--- config.mk ---
export PLATFORM = sky130hd
export DESIGN_NAME = hfs_sequencer
export DESIGN_NICKNAME = d
export VERILOG_FILES = /design/src/design/hfs_pkg.sv /design/src/design/hfs_sequencer.sv
export SDC_FILE = /design/constraint.sdc
export NUM_CORES = 1
export LEC_CHECK = 0
export ABC_AREA = 1
export ABC_CLOCK_PERIOD_IN_PS = 23700
export BUFFER_PORTS_ARGS = -buffer_cell sky130_fd_sc_hd__buf_4
export CAP_MARGIN = 20
export CORE_UTILIZATION = 45
export CTS_CLUSTER_SIZE = 12
export DETAILED_ROUTE_END_ITERATION = 12
export PLACE_DENSITY = 0.64
export SLEW_MARGIN = 20
export SYNTH_ARGS = -nofsm -noshare
export SYNTH_HDL_FRONTEND = slang
export SYNTH_SLANG_ARGS = --single-unit
--- constraint.sdc ---
create_clock -name pclk -period 23.7 [get_ports pclk]
set_clock_uncertainty 0.15 [all_clocks]
set_input_delay 4.74 -clock pclk [delete_from_list [all_inputs] [get_ports pclk]]
set_output_delay 4.74 -clock pclk [all_outputs]
set_load 0.05 [all_outputs]
--- src/design/hfs_pkg.sv ---
package hfs_pkg;
  localparam int unsigned CLK_HZ = 50000000;
  localparam int unsigned COOL_US = 5500;
  localparam int unsigned SS_US = 3600;
  localparam int unsigned UV_NS = 7000;
  localparam int unsigned BLANK_NS = 200;
  localparam int unsigned COOL_CYC = (CLK_HZ / 1000000) * COOL_US;
  localparam int unsigned SS_CYC = (CLK_HZ / 1000000) * SS_US;
  localparam int unsigned UV_CYC = (UV_NS * (CLK_HZ / 1000000)) / 1000;
  localparam int unsigned BLANK_CYC = (BLANK_NS * (CLK_HZ / 1000000)) / 1000;
  localparam int unsigned LS_TRIP = 15;
  localparam int unsigned LS_CLEAR = 32;
  localparam int unsigned REF_W = 12;
  localparam logic [REF_W-1:0] REF_FULL = 12'hfff;
  localparam logic [11:0] ADDR_STATUS = 12'h000;
  localparam logic [11:0] ADDR_MASK = 12'h004;
  localparam logic [11:0] ADDR_STATE = 12'h008;
  localparam logic [11:0] ADDR_LSCNT = 12'h00c;
  localparam int unsigned EV_LS = 0;
  localparam int unsigned EV_HS = 1;
  localparam int unsigned EV_UV = 2;
  localparam int unsigned EV_DONE = 3;
  localparam int unsigned EV_W = 4;

  typedef enum logic [1:0] {
    HFS_RUN = 2'b00,
    HFS_COOL = 2'b01,
    HFS_SS = 2'b10
  } hfs_state_t;

  typedef struct packed {
    logic off_start;
    logic ls_over;
    logic hs_on;
    logic hs_over;
    logic uv_low;
  } hfs_faults_t;

  typedef struct packed {
    logic high_side_drive;
    logic low_side_drive;
  } hfs_gate_t;
endpackage : hfs_pkg

--- src/design/hfs_sequencer.sv ---
`timescale 1ns/1ps
`default_nettype none
module hfs_sequencer
  import hfs_pkg::*;
#(
  parameter int unsigned COOL_CYCLES = COOL_CYC,
  parameter int unsigned SS_CYCLES = SS_CYC
) (
  input wire logic pclk,
  input wire logic presetn,
  input wire logic psel,
  input wire logic penable,
  input wire logic pwrite,
  input wire logic [11:0] paddr,
  input wire logic [31:0] pwdata,
  output logic [31:0] prdata,
  output logic pready,
  output logic pslverr,
  input wire hfs_pkg::hfs_faults_t faults,
  input wire hfs_pkg::hfs_gate_t pwm_req,
  input wire logic supply_undervoltage_lockout,
  input wire logic shutdown,
  input wire logic [hfs_pkg::REF_W-1:0] bandgap_ref,
  input wire logic [hfs_pkg::REF_W-1:0] ext_ss_level,
  output hfs_pkg::hfs_gate_t gate_out,
  output logic ext_ss_discharge,
  output logic [hfs_pkg::REF_W-1:0] amp_ref,
  output logic ext_ss_active,
  output logic irq
);
  import hfs_pkg::*;

  localparam int CW = $clog2(COOL_CYCLES + SS_CYCLES + 1);
  localparam int UW = $clog2(UV_CYC + 1);
  localparam int BW = $clog2(BLANK_CYC + 1);
  localparam logic [CW-1:0] COOL_LAST = CW'(COOL_CYCLES - 1);
  localparam logic [CW-1:0] SS_LAST = CW'(SS_CYCLES - 1);
  localparam logic [UW-1:0] UV_LAST = UW'(UV_CYC - 1);
  localparam logic [BW-1:0] BLANK_N = BW'(BLANK_CYC);

  hfs_state_t st_q, st_d;
  logic [CW-1:0] tmr_q, tmr_d;
  logic [4:0] ls_cnt_q, ls_cnt_d;
  logic [5:0] clean_q, clean_d;
  logic [UW-1:0] uv_q, uv_d;
  logic [BW-1:0] blank_q, blank_d;
  logic [REF_W-1:0] iss_q, iss_d;
  logic [EV_W-1:0] stat_q, stat_d, mask_q, mask_d;
  logic [31:0] prdata_d;
  logic ls_trip, hs_trip, uv_trip, hiccup, lockout, ss_busy;

  assign lockout = supply_undervoltage_lockout | shutdown;
  assign ext_ss_discharge = lockout;
  // External ramp counts as soft-start until it passes the bandgap
  assign ext_ss_active = ext_ss_level < bandgap_ref;
  assign ss_busy = (st_q == HFS_SS) | ext_ss_active;

  // Low-side fault counter and clean-cycle counter
  always_comb begin
    ls_cnt_d = ls_cnt_q;
    clean_d = clean_q;
    ls_trip = 1'b0;
    if (st_q == HFS_COOL) begin
      ls_cnt_d = '0;
      clean_d = '0;
    end else if (faults.off_start) begin
      if (faults.ls_over) begin
        clean_d = '0;
        if (ls_cnt_q == 5'(LS_TRIP - 1)) begin
          ls_trip = 1'b1;
          ls_cnt_d = '0;
        end else begin
          ls_cnt_d = ls_cnt_q + 5'd1;
        end
      end else if (clean_q == 6'(LS_CLEAR - 1)) begin
        ls_cnt_d = '0;
        clean_d = '0;
      end else begin
        clean_d = clean_q + 6'd1;
      end
    end
  end

  // High-side blanking after each turn-on
  always_comb begin
    blank_d = blank_q;
    if (faults.hs_on && !pwm_req.high_side_drive) begin
      blank_d = BLANK_N;
    end else if (blank_q != '0) begin
      blank_d = blank_q - BW'(1);
    end
    hs_trip = (st_q != HFS_COOL) && faults.hs_over
      && (blank_q == '0) && gate_out.high_side_drive;
  end

  // Under-voltage glitch filter, armed only in steady state
  always_comb begin
    uv_d = '0;
    uv_trip = 1'b0;
    if (st_q == HFS_RUN && !ss_busy && faults.uv_low) begin
      if (uv_q == UV_LAST) begin
        uv_trip = 1'b1;
      end else begin
        uv_d = uv_q + UW'(1);
      end
    end
  end

  assign hiccup = ls_trip | hs_trip | uv_trip;

  // Hiccup sequencer
  always_comb begin
    st_d = st_q;
    tmr_d = tmr_q;
    iss_d = iss_q;
    case (st_q)
      HFS_RUN: begin
        iss_d = REF_FULL;
        if (hiccup) begin
          st_d = HFS_COOL;
          tmr_d = '0;
          iss_d = '0;
        end
      end
      HFS_COOL: begin
        iss_d = '0;
        if (tmr_q == COOL_LAST) begin
          st_d = HFS_SS;
          tmr_d = '0;
        end else begin
          tmr_d = tmr_q + CW'(1);
        end
      end
      HFS_SS: begin
        if (hiccup) begin
          st_d = HFS_COOL;
          tmr_d = '0;
          iss_d = '0;
        end else if (tmr_q == SS_LAST) begin
          st_d = HFS_RUN;
          iss_d = REF_FULL;
        end else begin
          tmr_d = tmr_q + CW'(1);
          iss_d = REF_W'((32'(REF_FULL) * 32'(tmr_q)) / SS_CYCLES);
        end
      end
      default: st_d = HFS_RUN;
    endcase
  end

  always_comb begin
    amp_ref = bandgap_ref;
    if (ext_ss_level < amp_ref) amp_ref = ext_ss_level;
    if (iss_q < amp_ref) amp_ref = iss_q;
  end

  always_comb begin
    gate_out = pwm_req;
    if (st_q == HFS_COOL || lockout) begin
      gate_out = '0;
    end
  end

  // APB slave: zero wait states, unmapped reads as zero with error
  assign pready = 1'b1;
  always_comb begin
    logic acc;
    logic [EV_W-1:0] ev;
    acc = psel & penable;
    ev = '0;
    ev[EV_LS] = ls_trip;
    ev[EV_HS] = hs_trip;
    ev[EV_UV] = uv_trip;
    ev[EV_DONE] = (st_q == HFS_SS) && (st_d == HFS_RUN);
    stat_d = stat_q;
    mask_d = mask_q;
    prdata_d = prdata;
    pslverr = 1'b0;
    if (acc && pwrite && paddr == ADDR_STATUS) begin
      stat_d = stat_q & ~pwdata[EV_W-1:0];
    end else if (acc && pwrite && paddr == ADDR_MASK) begin
      mask_d = pwdata[EV_W-1:0];
    end
    // Set beats clear in the same cycle
    stat_d = stat_d | ev;
    if (acc && paddr != ADDR_STATUS && paddr != ADDR_MASK
        && paddr != ADDR_STATE && paddr != ADDR_LSCNT) begin
      pslverr = 1'b1;
    end
    if (psel && !penable && !pwrite) begin
      if (paddr == ADDR_STATUS) begin
        prdata_d = {28'h0, stat_q};
      end else if (paddr == ADDR_MASK) begin
        prdata_d = {28'h0, mask_q};
      end else if (paddr == ADDR_STATE) begin
        prdata_d = {30'h0, st_q};
      end else if (paddr == ADDR_LSCNT) begin
        prdata_d = {27'h0, ls_cnt_q};
      end else begin
        prdata_d = 32'h0;
      end
    end
  end

  assign irq = |(stat_q & mask_q);

  always_ff @(posedge pclk or negedge presetn) begin
    if (!presetn) begin
      st_q <= HFS_SS;
      tmr_q <= '0;
      ls_cnt_q <= '0;
      clean_q <= '0;
      uv_q <= '0;
      blank_q <= '0;
      iss_q <= '0;
      stat_q <= '0;
      mask_q <= '0;
      prdata <= 32'h0;
    end else if (lockout) begin
      // Lockout restarts the whole start-up sequence
      st_q <= HFS_SS;
      tmr_q <= '0;
      ls_cnt_q <= '0;
      clean_q <= '0;
      uv_q <= '0;
      blank_q <= '0;
      iss_q <= '0;
      stat_q <= stat_d;
      mask_q <= mask_d;
      prdata <= prdata_d;
    end else begin
      st_q <= st_d;
      tmr_q <= tmr_d;
      ls_cnt_q <= ls_cnt_d;
      clean_q <= clean_d;
      uv_q <= uv_d;
      blank_q <= blank_d;
      iss_q <= iss_d;
      stat_q <= stat_d;
      mask_q <= mask_d;
      prdata <= prdata_d;
    end
  end

  a_cool_gates_off: assert property (@(posedge pclk) disable iff (!presetn)
    st_q == HFS_COOL |-> gate_out == '0)
    else $error("gate drive on during cool-down");
  a_hiccup_entry: assert property (@(posedge pclk) disable iff (!presetn)
    hiccup && !lockout |=> st_q == HFS_COOL && tmr_q == '0 && iss_q == '0)
    else $error("hiccup entry not taken");
  a_cool_to_ss: assert property (@(posedge pclk) disable iff (!presetn)
    st_q == HFS_COOL && tmr_q == COOL_LAST && !lockout |=> st_q == HFS_SS)
    else $error("cool-down end missed");
  a_uv_masked_ss: assert property (@(posedge pclk) disable iff (!presetn)
    st_q == HFS_SS |-> !uv_trip)
    else $error("under-voltage acted in soft-start");
  a_uv_filter: assert property (@(posedge pclk) disable iff (!presetn)
    uv_trip |-> $past(faults.uv_low) && uv_q == UV_LAST)
    else $error("under-voltage trip too early");
  a_ls_count: assert property (@(posedge pclk) disable iff (!presetn)
    ls_trip |-> ls_cnt_q == 5'd14 && faults.off_start)
    else $error("low-side trip count wrong");
  a_ref_lowest: assert property (@(posedge pclk) disable iff (!presetn)
    amp_ref <= bandgap_ref && amp_ref <= ext_ss_level && amp_ref <= iss_q)
    else $error("reference not lowest");
  a_hs_blank: assert property (@(posedge pclk) disable iff (!presetn)
    blank_q != '0 |-> !hs_trip)
    else $error("high-side trip in blanking");
  a_ext_ss_keep: assert property (@(posedge pclk) disable iff (!presetn)
    hiccup && !lockout |-> !ext_ss_discharge)
    else $error("external ramp discharged on hiccup");
  a_run_follows: assert property (@(posedge pclk) disable iff (!presetn)
    st_q == HFS_RUN && !lockout |-> gate_out == pwm_req)
    else $error("gate drive blocked in normal run");
  // Lockout restarts the ramp but keeps the interrupt registers
  a_lockout_restart: assert property (@(posedge pclk) disable iff (!presetn)
    lockout |=> st_q == HFS_SS && iss_q == '0)
    else $error("lockout did not restart soft-start");
  a_ls_clean_clear: assert property (@(posedge pclk) disable iff (!presetn)
    st_q != HFS_COOL && !lockout && faults.off_start && !faults.ls_over
    && clean_q == 6'(LS_CLEAR - 1) |=> ls_cnt_q == '0)
    else $error("low-side count not cleared");
  c_lockout: cover property (@(posedge pclk) disable iff (!presetn) lockout);
  c_hiccup_ls: cover property (@(posedge pclk) disable iff (!presetn) ls_trip);
  c_hiccup_hs: cover property (@(posedge pclk) disable iff (!presetn) hs_trip);
  c_hiccup_uv: cover property (@(posedge pclk) disable iff (!presetn) uv_trip);
  c_recover: cover property (@(posedge pclk) disable iff (!presetn)
    st_q == HFS_SS ##1 st_q == HFS_RUN);
endmodule : hfs_sequencer
`default_nettype wire

==> results of run 1 <==
-- flip-flops by register name (all words and copies together) (netlist names) --
signal / count
clean_q: 6
uv_q: 9
tmr_q: 19
iss_q: 12
stat_q: 4
st_q: 2
mask_q: 4
blank_q: 4
ls_cnt_q: 5
prdata: 5
-- final cells by class --
| cell class | count | area, sq um | share of cell area, % |
|---|---|---|---|
| Clock inverter | 7 | 78.83 | 0.4313 |
| Multi-Input combinational cell | 2116 | 13150 | 71.92 |
| Clock buffer | 9 | 225.2 | 1.232 |
| Timing Repair Buffer | 78 | 585.6 | 3.204 |
| Inverter | 492 | 1851 | 10.12 |
| Sequential cell | 70 | 1753 | 9.591 |
| Tap cell | 511 | 639.4 | 3.498 |
-- critical path: cells and delay by family, from the launching register on --
kind	cells	cell delay, ps
compound gates	4	1060
xor+xnor	1	190
fa+ha+maj	6	3210
buf+inv	7	510
flops	1	510
simple gates	89	12760
-- final timing paths --
path                           start         to  slack [ps]
max                         tmr_q[5]   iss_q[0]        5140
min                        mask_q[0]  mask_q[0]         340
max reg2reg                 tmr_q[5]   iss_q[0]        5140
min reg2reg                mask_q[0]  mask_q[0]         340
max in group asynchronous    presetn   iss_q[9]       18450
min in group asynchronous    presetn  prdata[0]        4370
-- cells by family (layout without fill, tap and decap cells) --
group / count (synthesis) / count (layout) / synth area share, %
buf+inv: 550 / 586 / 13.58
other cells: 2 / 28 / 0.04386
compound gates: 232 / 232 / 7.820
flops: 70 / 70 / 10.24
xor+xnor: 83 / 83 / 4.399
fa+ha+maj: 235 / 235 / 22.00
simple gates: 1538 / 1538 / 41.92
-- stage by stage --
| step | setup slack, ps | hold WS, ps |
|---|---|---|
| 2_1_floorplan | 9236 | 303.0 |
| 3_3_place_gp | 5448 | 325.3 |
| 3_5_place_dp | 5225 | 328.1 |
| 4_1_cts | 5140 | 342.3 |
| 5_1_grt | 3139 | 377.6 |
| 6_report | 5137 | 342.0 |
-- per-layer routing --
layer / vias up / GRT usage (%) / part of all wire, %
li1: 8552 / - / -
met4: 0 / 3.646 / 1.1
met3: 35 / 1.520 / 2.5
met2: 232 / 38.20 / 48
met1: 7405 / 28.90 / 49
met5: - / 0 / 0
-- power by group --
group | switching, mW | internal (mW) | total, mW
Clock | 0.0552 | 0.0825 | 0.138
Combinational | 0.212 | 0.109 | 0.321
Sequential | 0.00488 | 0.123 | 0.128
Total | 0.272 | 0.314 | 0.586
-- synth_stat cells (58+ instances only) --
master   instances
ha_1           125
inv_1          445
fa_1           110
xor2_1          59
nand2_1        815
nand2_2         91
a21oi_1         77
nor2_1         213
nand3_1        205
nand4_1         58
dfrtp_1         69
o21ai_0         78
==> impl_results.md, run 1 <==
* R2r worst-path depth at 107
* Clk slew on worst S/H paths at 60 ps
* DRT iter0 DRCs at 690
* Worst setup path class: reg -> reg
* Ports at between 100 and 150
* Critical path arrival at between 15000 and 20000 ps
* Tightest Hold Check Type: reg -> reg
* Die width at 197.1 microns
* Core Rows at 71
* Cell variety after synth at 65
* Routed Antenna Nets at 0
* GRT Util Overall at between 20% and 30%
* Synth Instances at 2710
* Least-Margin Pin Slew at 940.5 ps
* Async S/R FF share, synth at 100.0%
* # Post-CTS Setup Buffers at 0
* TritonCTS clock tree: done
* Critical Path RT at 23770 ps
* Placed cell area at between 15000 and 20000 sq um
* Most used DFF post-synth: dfrtp_1
* Slowest CP cell: fa_1
* Detailed Routing Iterations Pass 1 at 5
* Unrepaired setup endpoints after global routing: no
* Via density at roughly 4.9
* Synth warnings at 0
* Initial antenna violation count at 0
* H-tree lvl count at 3
* Crit path max fanout at 19
* Cell Area, Synth at 17120 sq um
* Area Growth Syn to Fin at 6.752%
* Max Cap Viol at 0
* Die footprint at roughly 39000 sq um
* Global placement routability congestion at 0.9049
* Initial Util at 45.56%
* CP dominant cell by count: nand2_1
* Peak supply drop at between 30 and 40 uV
* Largest net degree at the start of global routing at between 70 and 80
* Die height at around 200 microns
* Max Clk Rate at between 0.05 and 0.06 GHz
* Fillers at 3927
* Leakage at 10.22 nW
* Sequential element share of the synthesized area at 10.24%
* Finished Cell Area at 18280 sq um
* Nets@finish at 3084
* Antenna cells at 0
* Vias at around 16k
* Clk sinks at 70
* Synth top area share at 17.87%
* Status: completed
* HPWL after DPL at around 34000 microns
* Seq cells post-synth at 70
* Area leader, netlist: nand2_1
* TritonCTS Buffers at 9
* Slew Viols, Final at 0
* Grt total ovfl at 0
* Vias in the first global route at 15.73k
* Crit path capture type: flop
* Overall routed net length at 39980 microns
* Clk root buf: clkbuf_16
* EDFF count, synth at 0
* Setup Viol. Count Final at 0
* Slew margin rel. at between 30% and 40%
* Top cells by area, synth: nand2_1 (18%), fa_1 (13%), dfrtp_1 (10%)
* Syn avg cell area at ~6.3 sq um
* Max incr delay on CP at 760 ps
* Post-route minimum period at ~19000 ps
* Most common cell after layout, fill and taps aside: nand2_1
* Dpl cells at between 3k and 4k
* Final Hold Fails at 0
* Cts hold-fix bufs at 0
* Post-Layout Cell Count at 3283
* Post-route setup TNS at 0 ps
* Max clock buf depth at 2
* Most frequent cells in the layout: nand2_1 (815), inv_1 (445), nor2_1 (213), nand3_1 (205), ha_1 (125)
* Port bufs at 76
* Power, Total at 0.5865 mW
* Layout cells sized above 1 at 11.80%
* Startpoint types: flop
* P per Cell Area at 32.09 nW/um^2
* Crit share post-route at 78.33%
* Post-layout util at between 40 and 50%
* First-pass GRT wire length at 71100 microns
* WHS Path Cells at 2
* Post-cts repair resize count at 0
* DRC viols at 0
* Clock latency on the worst-skew pair at 340 ps
* Core ar. at 37580 sq um
* Avg WL per Cell at 12.18 microns
(Power assumes the default switching activity.)
==> inputs of run 2 (changes only) <==
--- a/config.mk
+++ b/config.mk
@@ -6,7 +6,7 @@
 export NUM_CORES = 1
 export LEC_CHECK = 0
 export ABC_AREA = 1
-export ABC_CLOCK_PERIOD_IN_PS = 23700
+export ABC_CLOCK_PERIOD_IN_PS = 18500
 export BUFFER_PORTS_ARGS = -buffer_cell sky130_fd_sc_hd__buf_4
 export CAP_MARGIN = 20
 export CORE_UTILIZATION = 45
==> constraint.sdc (replaced) <==
create_clock -name pclk -period 18.5 [get_ports pclk]
set_clock_uncertainty 0.15 [all_clocks]
set_input_delay 3.7 -clock pclk [delete_from_list [all_inputs] [get_ports pclk]]
set_output_delay 3.7 -clock pclk [all_outputs]
set_load 0.05 [all_outputs]
==> impl_results.md, run 2 (synthesized netlist as in run 1, its figures left out) <==
* Startpoint types: flop
* Status: completed
* Peak supply drop at 43.26 uV (+40%)
* Tightest Hold Check Type: reg -> reg
* Most frequent cells in the layout: nand2_1 (813), inv_1 (444), nand3_1 (205), nor2_1 (204), ha_1 (125)
* Post-layout util at 49.68% (+1.0 points)
* Crit share post-route at 90.93% (+13 points)
* Least-Margin Pin Slew at 1036 ps (+95.22 ps)
* Net Sw Frac at 47.56% (+1.2 points)
* TritonCTS Buffers at 9 (unchanged)
* Initial antenna violation count at 0 (unchanged)
* Clk root buf: clkbuf_16
* Leakage at 10.42 nW (+2.0%)
* Clk sinks at 70 (unchanged)
* First-pass GRT wire length at 70930 microns (-0.24%)
* Max Clk Rate at 0.05945 GHz (+10%)
* Routed Antenna Nets at 0 (unchanged)
* Final Hold Fails at 0 (unchanged)
* Max incr delay on CP at 600 ps (-160 ps)
* Max clock buf depth at 2 (unchanged)
* Crit path max fanout at 16 (-3)
* Critical Path RT at 18580 ps (-5190 ps)
* TritonCTS clock tree: done
* Max reg flops at 19 (unchanged)
* DRT iter0 DRCs at 779 (+13%)
* Area Growth Syn to Fin at 9.040%
* Cts hold-fix bufs at 0 (unchanged)
* Clock share of power at 22.4% (-1.1 points)
* Layout cells sized above 1 at 13.84% (+2.0 points)
* H-tree lvl count at 3 (unchanged)
* Slew margin rel. at 30.31% (-6.4 points)
* Placed cell area at 18000 sq um (+0.17%)
* Slew Viols, Final at 0 (unchanged)
* Critical path arrival at 16900 ps (-1740 ps)
* Largest net degree at the start of global routing at 71 (unchanged)
* Overall routed net length at 40550 microns (+1.4%)
* Multi-input gate area at 13300 sq um (+1.1%)
* Initial Util at 45.56% (unchanged)
* DRC viols at 0 (unchanged)
* Nets@finish at 3116 (+1.0%)
* Int Power at 0.3940 mW (+25%)
* Max Cap Viol at 0 (unchanged)
* Buf/Inv on CP at 11 (+4)
* Grt total ovfl at 0 (unchanged)
* Clock latency on the worst-skew pair at 340 ps (about the same)
* CP dominant cell by count: nand2_1
* Logic pwr share at 55.9% (+1.2 points)
* Vias at 16.30k (+0.44%)
* Antenna cells at 0 (unchanged)
* Slowest CP cell: fa_2
* HPWL after DPL at 34540 microns (+0.27%)
* Core Rows at 71 (unchanged)
* Seq pwr share at 21.7% (about the same)
* Reg-to-Reg Start: tmr_q[13]
* Finished Cell Area at 18670 sq um (+2.1%)
* Most common cell after layout, fill and taps aside: nand2_1
* Worst hold path startpoint: prdata[1]
* Avg WL per Cell at 12.23 microns (+0.46%)
* Port bufs at 76 (unchanged)
* FF/Latch Area at 1767 sq um (+0.78%)
* Clk slew on worst S/H paths at 60 ps (about the same)
* CP delay by family, top: simple AND/OR/NAND/NOR gates
* Register with the most flip-flops: tmr_q
* Largest registers: tmr_q x19, iss_q x12, uv_q x9
* Global placement routability congestion at 0.9081 (+0.35%)
* Hold slack final at 334.2 ps (-7.872 ps)
* Setup crit start: tmr_q[13]
* Crit path capture type: flop
* Die footprint at 38830 sq um (unchanged)
* Worst setup path class: reg -> reg
* Detailed Routing Iterations Pass 1 at 5 (unchanged)
* Core ar. at 37580 sq um (unchanged)
* Setup Viol. Count Final at 0 (unchanged)
* Fillers at 3952 (+0.64%)
* Ports at 133 (unchanged)
* P per Cell Area at 40.25 nW/um^2 (+25%)
* Post-route minimum period at 16820 ps (-1742 ps)
* Vias in the first global route at 15.58k (-1.0%)
* GRT Util Overall at 21.41% (-0.11 points)
* Switch Pwr at 0.3574 mW (+31%)
* Die width at 197.1 microns (unchanged)
* Die height at 197.1 microns (unchanged)
* Via density at 4.916 (-0.53%)
[run 2: cell count changes in the layout (fill, tap and decap cells not counted), moves of 5 or more]
cell / before / now
dfrtp_2: 0 / 11
nand2_8: 1 / 6
dfrtp_1: 69 / 58
buf_4: 78 / 106
nor2_1: 213 / 204
nor2_2: 25 / 30
[run 2: power by group through the flow]
stage / combinational, mW / clock, mW / sequential (mW)
after floorplan: 0.323 / 0 / 0.167
after global placement: 0.405 / 0 / 0.166
after detailed placement: 0.410 / 0 / 0.166
after CTS: 0.414 / 0.172 / 0.163
after global routing: 0.479 / 0.177 / 0.164
final: 0.420 / 0.168 / 0.163
[run 2: through the flow]
stage | instances | setup slack (ps) | TNS, ps | power (mW)
CTS | 3287 | 509.8 | 0 | 0.7491
finish | 3315 | 1678 | 0 | 0.7513
floorplan | 2736 | 4036 | 0 | 0.4901
global placement | 3271 | 774.5 | 0 | 0.5712
global route | 3315 | -19.29 | -19.29 | 0.8204
detailed placement | 3271 | 560.9 | 0 | 0.5760
[run 2: area by class of cell]
type                            instances  share of cell area, %
Timing Repair Buffer                  107                  4.370
Multi-Input combinational cell       2118                  71.22
Timing Repair inverter                  1                0.04021
Clock buffer                            9                  1.206
Inverter                              492                  9.932
Clock inverter                          7                 0.3485
Sequential cell                        70                  9.463
Tap cell                              511                  3.425
[run 2: path summary, 6_finish.rpt]
path	end	slack, ps	depth (start not counted)
min in group asynchronous	prdata[1]	3330	1
setup / recovery	iss_q[0]	1680	114
hold reg to reg	prdata[1]	330	2
setup reg to reg	iss_q[0]	1680	114
max in group asynchronous	tmr_q[2]	14210	1
hold / removal	prdata[1]	330	2
[run 2: tightest hold or removal path, stage by stage, from the launching register on]
cell and delay [ps]:
dfrtp_1 340, nand2_1 50, o21ai_0 60
[run 2: metal layers]
metal  up-vias  track usage [%]  share of wire (%)
li1       8622                -                  -
met1      7438            28.58                 48
met2       212            38.61                 49
met3        24            1.195                2.4
met4         0            3.273               0.79
met5         -                0                  0
[run 2: repair_timing]
action	4_1_cts	5_1_grt
resized for setup	0	45
setup buffers	0	25
endpoints found under the setup margin	0	2
